**config.mk**
```make
export PLATFORM = sky130hd
export DESIGN_NAME = oscms_top
export DESIGN_NICKNAME = d
export VERILOG_FILES = /design/src/oscms_top.v
export VERILOG_INCLUDE_DIRS = /design/src
export SDC_FILE = /design/constraint.sdc
export NUM_CORES = 1
export LEC_CHECK = 0
export BUFFER_PORTS_ARGS = -buffer_cell sky130_fd_sc_hd__buf_4
export CAP_MARGIN = 0
export CORE_AREA = 2 2 90 92
export CTS_BUF_LIST = sky130_fd_sc_hd__clkbuf_16
export CTS_CLUSTER_DIAMETER = 100
export DETAILED_ROUTE_END_ITERATION = 6
export DIE_AREA = 0 0 92 94
export HOLD_SLACK_MARGIN = 0.03
export PLACE_DENSITY = 0.75
export SKIP_CTS_REPAIR_TIMING = 1
export SLEW_MARGIN = 25
export SYNTH_ARGS = -nofsm -noshare
export SYNTH_HDL_FRONTEND = slang
export SYNTH_SLANG_ARGS = --single-unit
```
**constraint.sdc**
```tcl
create_clock -name clk_sys -period 4.58 [get_ports clk_sys]
set_clock_uncertainty 0.15 [all_clocks]
set_input_delay 0.458 -clock clk_sys [delete_from_list [all_inputs] [get_ports clk_sys]]
set_output_delay 0.458 -clock clk_sys [all_outputs]
set_load 0.02 [all_outputs]
```
**src/oscms_consts.vh**
```
`ifndef OSCMS_CONSTS_VH
`define OSCMS_CONSTS_VH
// register byte addresses (word aligned)
`define OSCMS_ADDR_CTRL      4'h0
`define OSCMS_ADDR_IRQ_STAT  4'h4
`define OSCMS_ADDR_IRQ_EN    4'h8
`define OSCMS_ADDR_IRQ_CLR   4'hc
// oscillator_control fields
`define OSCMS_F_SCS          0
`define OSCMS_F_LTS          1
`define OSCMS_F_HTS          2
`define OSCMS_F_RUNNING_ON_EXTERNAL_FLAG         3
`define OSCMS_F_INTERNAL_FREQ_CHOICE_LO      4
`define OSCMS_F_INTERNAL_FREQ_CHOICE_HI      6
`define OSCMS_INTERNAL_FREQ_CHOICE_RESET     3'h6
`define OSCMS_INTERNAL_FREQ_CHOICE_SLOW      3'h0
// clock modes of the configuration field
`define OSCMS_MODE_LP        3'h0
`define OSCMS_MODE_XT        3'h1
`define OSCMS_MODE_HS        3'h2
`define OSCMS_MODE_EC        3'h3
`define OSCMS_MODE_RESISTOR_CAP_PIN_IO_MODE      3'h4
`define OSCMS_MODE_RC        3'h5
`define OSCMS_MODE_INTIO     3'h6
`define OSCMS_MODE_INT       3'h7
// timing
`define OSCMS_OST_COUNT      11'h400
`define OSCMS_FAIL_CYCLES    8'h40
`define OSCMS_HF_WARM_CYCLES 8'h10
`define OSCMS_LF_WARM_CYCLES 8'h08
// interrupt status bits
`define OSCMS_EV_FAIL        0
`define OSCMS_EV_OST_DONE    1
`define OSCMS_EV_HF_STABLE   2
`define OSCMS_EV_SWITCHED    3
`endif

```
**src/oscms_top.v**
```verilog
`include "oscms_consts.vh"
`default_nettype none
module oscms_top #(
  parameter [7:0] FAIL_CYCLES = `OSCMS_FAIL_CYCLES
) (
  // system
  input  wire        clk_sys,
  input  wire        rst_n,
  // configuration and power events
  input  wire [2:0]  clock_mode_config,
  input  wire        two_speed_cfg,
  input  wire        fail_monitor_cfg,
  input  wire        power_up_delay_done,
  input  wire        wake_from_sleep,
  // oscillator pins
  input  wire        oscillator_in_pin,
  output wire        oscillator_out_o,
  output wire        oscillator_out_oe,
  output wire        osc_in_is_gpio,
  output wire        osc_out_is_gpio,
  // clock status
  output wire        fast_osc_enable,
  output wire        use_external_clk,
  output wire [2:0]  internal_freq_sel,
  output wire        cpu_hold,
  // avalon-mm slave
  input  wire [3:0]  avs_address,
  input  wire        avs_read,
  input  wire        avs_write,
  input  wire [31:0] avs_writedata,
  input  wire [3:0]  avs_byteenable,
  output reg  [31:0] avs_readdata,
  output wire        avs_waitrequest,
  output wire [1:0]  avs_response,
  // interrupt
  output wire        irq
);

////////////////////////////////////////////////////////////////////////
// pin synchroniser: three stages, edge once stages two and three agree
reg  [2:0] in_sync_ff;
reg        in_level_ff;
wire       in_agree = (in_sync_ff[1] == in_sync_ff[2]);
wire       in_rise  = in_agree & in_sync_ff[2] & ~in_level_ff;
always @(posedge clk_sys) begin
  if (!rst_n) begin
    in_sync_ff  <= 3'h0;
    in_level_ff <= 1'b0;
  end else begin
    in_sync_ff <= {in_sync_ff[1:0], oscillator_in_pin};
    if (in_agree)
      in_level_ff <= in_sync_ff[2];
  end
end

////////////////////////////////////////////////////////////////////////
// mode decode
wire mode_crystal = (clock_mode_config == `OSCMS_MODE_LP) |
                    (clock_mode_config == `OSCMS_MODE_XT) |
                    (clock_mode_config == `OSCMS_MODE_HS);
wire mode_ec      = (clock_mode_config == `OSCMS_MODE_EC);
wire mode_rc      = (clock_mode_config == `OSCMS_MODE_RC);
wire mode_resistor_cap_pin_io_mode    = (clock_mode_config == `OSCMS_MODE_RESISTOR_CAP_PIN_IO_MODE);
wire mode_int     = (clock_mode_config == `OSCMS_MODE_INT);
wire mode_intio   = (clock_mode_config == `OSCMS_MODE_INTIO);
wire mode_ext     = ~(mode_int | mode_intio);

////////////////////////////////////////////////////////////////////////
// control register and bus
reg  [2:0] internal_freq_choice_ff;
reg        scs_ff;
reg  [3:0] irq_stat_ff;
reg  [3:0] irq_en_ff;
reg        running_on_external_flag_ff;
reg        hts_ff;
reg        lts_ff;
wire       wr_ctrl = avs_write & avs_byteenable[0] & (avs_address == `OSCMS_ADDR_CTRL);
wire       wr_en   = avs_write & avs_byteenable[0] & (avs_address == `OSCMS_ADDR_IRQ_EN);
wire       wr_clr  = avs_write & avs_byteenable[0] & (avs_address == `OSCMS_ADDR_IRQ_CLR);
wire [7:0] ctrl_rd = {1'b0, internal_freq_choice_ff, running_on_external_flag_ff, hts_ff, lts_ff, scs_ff};

// reads take one wait state so that the registered read data already
// stand at the edge where the master sees waitrequest low
reg         rd_wait_ff;
reg  [31:0] nxt_readdata;
wire        rd_first = avs_read & ~rd_wait_ff;
assign avs_waitrequest = rd_first;
assign avs_response    = 2'h0;

always @* begin
  nxt_readdata = avs_readdata;
  if (rd_first) begin
    case (avs_address)
      `OSCMS_ADDR_CTRL:     nxt_readdata = {24'h0, ctrl_rd};
      `OSCMS_ADDR_IRQ_STAT: nxt_readdata = {28'h0, irq_stat_ff};
      `OSCMS_ADDR_IRQ_EN:   nxt_readdata = {28'h0, irq_en_ff};
      default:              nxt_readdata = 32'h0;
    endcase
  end
end

always @(posedge clk_sys) begin
  if (!rst_n) begin
    rd_wait_ff   <= 1'b0;
    avs_readdata <= 32'h0;
  end else begin
    // high in the accepting cycle only, so a held read is taken once
    rd_wait_ff   <= rd_first;
    avs_readdata <= nxt_readdata;
  end
end

always @(posedge clk_sys) begin
  if (!rst_n) begin
    internal_freq_choice_ff      <= `OSCMS_INTERNAL_FREQ_CHOICE_RESET;
    scs_ff       <= 1'b0;
    irq_en_ff    <= 4'h0;
  end else begin
    if (wr_ctrl) begin
      // only frequency and select are writable; status bits hold
      internal_freq_choice_ff <= avs_writedata[`OSCMS_F_INTERNAL_FREQ_CHOICE_HI:`OSCMS_F_INTERNAL_FREQ_CHOICE_LO];
      scs_ff  <= avs_writedata[`OSCMS_F_SCS];
    end
    if (wr_en)
      irq_en_ff <= avs_writedata[3:0];
  end
end

////////////////////////////////////////////////////////////////////////
// internal oscillator enables and warm-up
assign fast_osc_enable = (internal_freq_choice_ff != `OSCMS_INTERNAL_FREQ_CHOICE_SLOW) &
                         (scs_ff | two_speed_cfg);
reg  [7:0] hf_warm_ff;
reg  [7:0] lf_warm_ff;
reg        hts_q_ff;
always @(posedge clk_sys) begin
  if (!rst_n) begin
    hf_warm_ff <= 8'h0;
    lf_warm_ff <= 8'h0;
    hts_ff     <= 1'b0;
    lts_ff     <= 1'b0;
    hts_q_ff   <= 1'b0;
  end else begin
    hts_q_ff <= hts_ff;
    // a source that is switched off loses its ok bit on the next edge
    // slow oscillator always runs once out of reset
    if (lf_warm_ff != `OSCMS_LF_WARM_CYCLES)
      lf_warm_ff <= lf_warm_ff + 8'h1;
    lts_ff <= (lf_warm_ff == `OSCMS_LF_WARM_CYCLES);
    if (!fast_osc_enable)
      hf_warm_ff <= 8'h0;
    else if (hf_warm_ff != `OSCMS_HF_WARM_CYCLES)
      hf_warm_ff <= hf_warm_ff + 8'h1;
    hts_ff <= fast_osc_enable & (hf_warm_ff == `OSCMS_HF_WARM_CYCLES);
  end
end

////////////////////////////////////////////////////////////////////////
// start-up sequencer
localparam [4:0] ST_WAIT_PWR = 5'h01;
localparam [4:0] ST_OST      = 5'h02;
localparam [4:0] ST_RUN_INT  = 5'h04;
localparam [4:0] ST_RUN_EXT  = 5'h08;
localparam [4:0] ST_FAILED   = 5'h10;
reg  [4:0]  state_ff;
reg  [4:0]  nxt_state;
reg  [10:0] ost_cnt_ff;
reg  [10:0] nxt_ost_cnt;
reg  [7:0]  fail_cnt_ff;
reg         ost_done_ff;
reg         nxt_ost_done;
wire        int_src_ok   = (internal_freq_choice_ff == `OSCMS_INTERNAL_FREQ_CHOICE_SLOW) ? lts_ff : hts_ff;
wire        two_speed_on = two_speed_cfg & mode_crystal;
wire        ext_fail     = fail_monitor_cfg & mode_ext & (fail_cnt_ff == FAIL_CYCLES);
wire        want_ext     = mode_ext & ~scs_ff & ost_done_ff & ~ext_fail;

// handover guard: a request for the external source must stand three cycles before the source moves,
// so a one-cycle low blip on the select bit cannot cut a clock pulse short
reg  [1:0]  want_ext_q_ff;
wire        want_ext_steady = want_ext & want_ext_q_ff[0] & want_ext_q_ff[1];
always @(posedge clk_sys) begin
  if (!rst_n)
    want_ext_q_ff <= 2'h0;
  else
    want_ext_q_ff <= {want_ext_q_ff[0], want_ext};
end

always @* begin
  nxt_state    = state_ff;
  nxt_ost_cnt  = ost_cnt_ff;
  nxt_ost_done = ost_done_ff;
  case (state_ff)
    ST_WAIT_PWR: begin
      if (power_up_delay_done) begin
        if (mode_crystal) begin
          nxt_state   = ST_OST;
          nxt_ost_cnt = 11'h0;
        end else begin
          nxt_ost_done = 1'b1;
          nxt_state    = ST_RUN_INT;
        end
      end
    end
    ST_OST: begin
      if (in_rise)
        nxt_ost_cnt = ost_cnt_ff + 11'h1;
      if (ost_cnt_ff == `OSCMS_OST_COUNT) begin
        nxt_ost_done = 1'b1;
        nxt_state    = ST_RUN_INT;
      end
    end
    ST_RUN_INT: begin
      // wait for stability before handing over, avoiding a short pulse
      if (want_ext_steady)
        nxt_state = ST_RUN_EXT;
    end
    ST_RUN_EXT: begin
      if (ext_fail)
        nxt_state = ST_FAILED;
      else if (!want_ext && int_src_ok)
        nxt_state = ST_RUN_INT;
    end
    ST_FAILED: begin
      // leave the fallback only once the internal source is settled
      if (!ext_fail && int_src_ok)
        nxt_state = ST_RUN_INT;
    end
    default: nxt_state = ST_WAIT_PWR;
  endcase
  if (wake_from_sleep && mode_crystal) begin
    nxt_state    = ST_OST;
    nxt_ost_cnt  = 11'h0;
    nxt_ost_done = 1'b0;
  end
end

always @(posedge clk_sys) begin
  if (!rst_n) begin
    state_ff    <= ST_WAIT_PWR;
    ost_cnt_ff  <= 11'h0;
    ost_done_ff <= 1'b0;
  end else begin
    state_ff    <= nxt_state;
    ost_cnt_ff  <= nxt_ost_cnt;
    ost_done_ff <= nxt_ost_done;
  end
end

////////////////////////////////////////////////////////////////////////
// clock monitor: cycles since the last input edge, saturating at the limit
always @(posedge clk_sys) begin
  if (!rst_n)
    fail_cnt_ff <= 8'h0;
  else if (in_rise || !mode_ext)
    fail_cnt_ff <= 8'h0;
  else if (fail_cnt_ff != FAIL_CYCLES)
    fail_cnt_ff <= fail_cnt_ff + 8'h1;
end

// the design holds state only in flops; a stalled clock freezes it whole
wire running_ext = (state_ff == ST_RUN_EXT);
always @(posedge clk_sys) begin
  if (!rst_n)
    running_on_external_flag_ff <= 1'b0;
  else
    running_on_external_flag_ff <= running_ext;
end
// reset value is 0 in every configuration, covering two-speed and monitor
assign use_external_clk  = running_on_external_flag_ff;
assign internal_freq_sel = internal_freq_choice_ff;
assign cpu_hold = (state_ff == ST_WAIT_PWR) |
                  ((state_ff == ST_OST) & ~two_speed_on);

////////////////////////////////////////////////////////////////////////
// output pin: quarter-rate divider
reg [1:0] div_ff;
reg       quarter_rate_out_ff;
always @(posedge clk_sys) begin
  if (!rst_n) begin
    div_ff              <= 2'h0;
    quarter_rate_out_ff <= 1'b0;
  end else begin
    div_ff              <= div_ff + 2'h1;
    quarter_rate_out_ff <= div_ff[1];
  end
end
wire quarter_mode = mode_rc | mode_int;
// pin drive registered so that a mode decode glitch never reaches the pin
reg out_o_ff;
reg out_oe_ff;
always @(posedge clk_sys) begin
  if (!rst_n) begin
    out_o_ff  <= 1'b0;
    out_oe_ff <= 1'b0;
  end else begin
    out_o_ff  <= quarter_mode & quarter_rate_out_ff;
    out_oe_ff <= quarter_mode;
  end
end
assign oscillator_out_o  = out_o_ff;
assign oscillator_out_oe = out_oe_ff;
assign osc_out_is_gpio   = mode_ec | mode_resistor_cap_pin_io_mode | mode_intio;
assign osc_in_is_gpio    = mode_int | mode_intio;

////////////////////////////////////////////////////////////////////////
// interrupts: set wins over clear
reg  running_on_external_flag_q_ff;
wire       ev_switched = running_on_external_flag_ff & ~running_on_external_flag_q_ff;
wire       ev_hf_ok    = hts_ff & ~hts_q_ff;
wire       ev_ost_done = ost_done_ff & (state_ff == ST_OST) & (nxt_state != ST_OST);
wire       ev_fail     = ext_fail & running_ext;
wire [3:0] ev_set      = {ev_switched, ev_hf_ok, ev_ost_done, ev_fail};
always @(posedge clk_sys) begin
  if (!rst_n) begin
    irq_stat_ff <= 4'h0;
    running_on_external_flag_q_ff   <= 1'b0;
  end else begin
    running_on_external_flag_q_ff   <= running_on_external_flag_ff;
    irq_stat_ff <= (irq_stat_ff & ~(wr_clr ? avs_writedata[3:0] : 4'h0)) | ev_set;
  end
end
assign irq = |(irq_stat_ff & irq_en_ff);

endmodule
`default_nettype wire

```
==> flow_summary.json <==
{
  "status": "finished clean",
  "crit_buf_inv": 1,
  "setup_viol": 0,
  "first_iter_violations": 152,
  "final_util_pct": 56.5,
  "totalWireLength_mm": 7.59,
  "report.final.slew_viol_count": 0,
  "drive_above_1_share_pct": 14.4,
  "cp_max_fo": 10,
  "syn_inst": 437,
  "grt-ovfl-total": 0,
  "wl_per_cell_um": 13.0,
  "crit_family": "simple AND/OR/NAND/NOR gates",
  "portBuffers": 42,
  "dp_hpwl_mm": 5.44,
  "setup_tns_ns": 0,
  "p_int_mw": 1.11,
  "num-nets-final": 536,
  "swShare_pct": 25.9,
  "grt_pass1_vias": 2757,
  "synth_ff_type": "dfxtp_1",
  "viasPerCell": 5.14,
  "cp-start-kind": "flop",
  "fp.dieW_um": 92,
  "leakage_nw": 1.79,
  "cts_tree": "yes",
  "synth_common_cells": "dfxtp_1, nor2_1, nand2_1",
  "ys_warn_count": 0,
  "arrival_ns": 1.84,
  "relSlewSlack_pct": 49.0,
  "rsz0062_at_grt": "false",
  "diodes": 0,
  "antenna_found_initial": 0,
  "vdd_ir_drop_max_mv": 0.238,
  "synth_area_leader_cell": "dfxtp_1",
  "postRouteAntennaNets": 0,
  "ys_types": 48,
  "synth_mux_area_share_pct": 4.02,
  "die_h_um": 94,
  "power_density_mw_per_mm2": 347,
  "path_clk_slew_ns": 0.06,
  "synth.area.top_cells": "dfxtp_1, nor2_1, xor2_1",
  "num_io_pins": 98,
  "cts-htree-levels": 3,
  "seq_area_frac_synth_pct": 40.9,
  "synthToLayoutAreaGrowth_pct": 14.2,
  "root_buffer": "clkbuf_16",
  "cts_buffers": 9,
  "netlist_area_mm2": 0.00376,
  "max_stage_delay_ns": 0.55,
  "switchingPower_uw": 386,
  "drcViolationCount": 0,
  "synth.avg_cell_area_um2": 8.62,
  "path_cells": "or4b_4, nor2_2, a21o_1, buf_4",
  "yosysMostFrequentCell": "dfxtp_1",
  "hold_class": "input pin to flop",
  "synth_compound_area_share_pct": 10.5,
  "synth_seq_cells": 77,
  "clockPowerShare_pct": 43.8,
  "coreArea_mm2": 0.00761,
  "clockBufferDepth": 2,
  "worstMarginPinSlew_ns": 0.759,
  "required_ns": 3.97,
  "rows": 32,
  "synth_xor_xnor_area_share_pct": 7.68,
  "grt_util_met1_pct": 21.1,
  "grt.total_usage_pct": 17.9,
  "synthSimpleGateAreaFrac_pct": 24.8,
  "synth-async-reset-ratio_pct": 0,
  "pwr-share-seq_pct": 47.0,
  "grt_pass1_wl_mm": 12.4,
  "period_share_pct": 53.4,
  "layout_min_cycle_time_ns": 2.45,
  "die_area_mm2": 0.00865,
  "firstDrtPassIters": 4,
  "whs_ns": 0.182,
  "fillers": 691,
  "r2r_slack_ns": 2.33,
  "path_class": "flop to primary output",
  "clk_latency_ns": 0.33,
  "via_count": 2991,
  "use_met2_pct": 31.7,
  "gp_congestion": 0.866,
  "met3_usage_pct": 4.98,
  "cap_violations": 0,
  "synth_top_area_share_pct": 40.9,
  "power_frac_comb_pct": 9.2,
  "grt_max_degree": 28,
  "start_util_pct": 49.5,
  "fmax_mhz": 409,
  "synth_edf_count": 0,
  "synthAdderAreaFrac_pct": 2.99,
  "hold_viol_final": 0,
  "critPathSlowestCell": "or4b_4",
  "cts_sinks": 77,
  "synth_top_family_by_area": "simple AND/OR/NAND/NOR gates",
  "end_kind": "primary output",
  "grt_most_used_layer": "met2"
}
-- metal layers --
layer	vias to the layer above	routed length [um]	part of all wire (%)
met5	-	0	0
met4	0	87	1.1
met3	8	290	3.8
met2	68	3900	51
met1	1401	3320	44
li1	1514	-	-
-- worst paths after layout --
path,start,end,cells past startpoint
worst max-delay path,state_ff[1],cpu_hold,4
worst min-delay path,oscillator_in_pin,in_sync_ff[0],2
worst min register to register,quarter_rate_out_ff,oscillator_out_o,1
worst max register to register,fail_cnt_ff[0],state_ff[3],6
-- power by group through the flow --
stage               sequential [mW]  combinational, mW  clock (mW)
detailed placement            0.716              0.137           0
global route                  0.704              0.152       0.697
finish                        0.702              0.137       0.653
global placement              0.715              0.133           0
floorplan                     0.709              0.118           0
CTS                           0.701              0.138       0.666
-- flip-flops by register name (all words and copies together) (netlist names), 2 cells and up --
signal and flops:
internal_freq_sel 3, irq_en_ff 4, avs_readdata 7, div_ff 2, in_sync_ff 3, lf_warm_ff 8, want_ext_q_ff 2, fail_cnt_ff 8
state_ff 5, ost_cnt_ff 11, hf_warm_ff 8, irq_stat_ff 4
-- layout make-up --
class | instances | area [um2] | area share (%)
multi-input cells | 330 | 1980 | 46.1
clock buffers | 9 | 225 | 5.24
inverters | 15 | 56.3 | 1.31
repair buffers | 42 | 315 | 7.33
clock inverters | 7 | 50.0 | 1.16
well taps | 102 | 128 | 2.97
flip-flops and latches | 77 | 1540 | 35.8
-- cell families (layout without fill, tap and decap cells) --
kind of cell             after synthesis  count (layout)
multiplexers                          15              15
AO/OA/AOI/OAI                         57              57
buffers and inverters                 56              73
XOR/XNOR                              33              33
flip-flops                            77              77
other                                  1              27
AND/OR/NAND/NOR                      189             189
adder cells (fa/ha/maj)                9               9
-- stage by stage --
stage	power (mW)	instance area (um2)	setup WS (ns)	std cells
finish	1.49	4300	2.13	582
global route	1.55	4300	2.06	582
CTS	1.51	4300	2.13	582
detailed placement	0.853	4030	2.35	566
global placement	0.849	4030	2.43	566
floorplan	0.827	3860	2.57	463
-- layout by cell type (no fill, tap or decap), types with 11 or more instances in the layout --
| cell | n |
|---|---|
| and3_1 | 11 |
| nor2_1 | 70 |
| inv_1 | 14 |
| and2_1 | 12 |
| mux2i_1 | 14 |
| xor2_1 | 25 |
| nand2_1 | 33 |
| nand3_1 | 21 |
| buf_4 | 42 |
| a21oi_1 | 18 |
| conb_1 | 27 |
| dfxtp_1 | 77 |
Power figures use the tool's default switching activity.
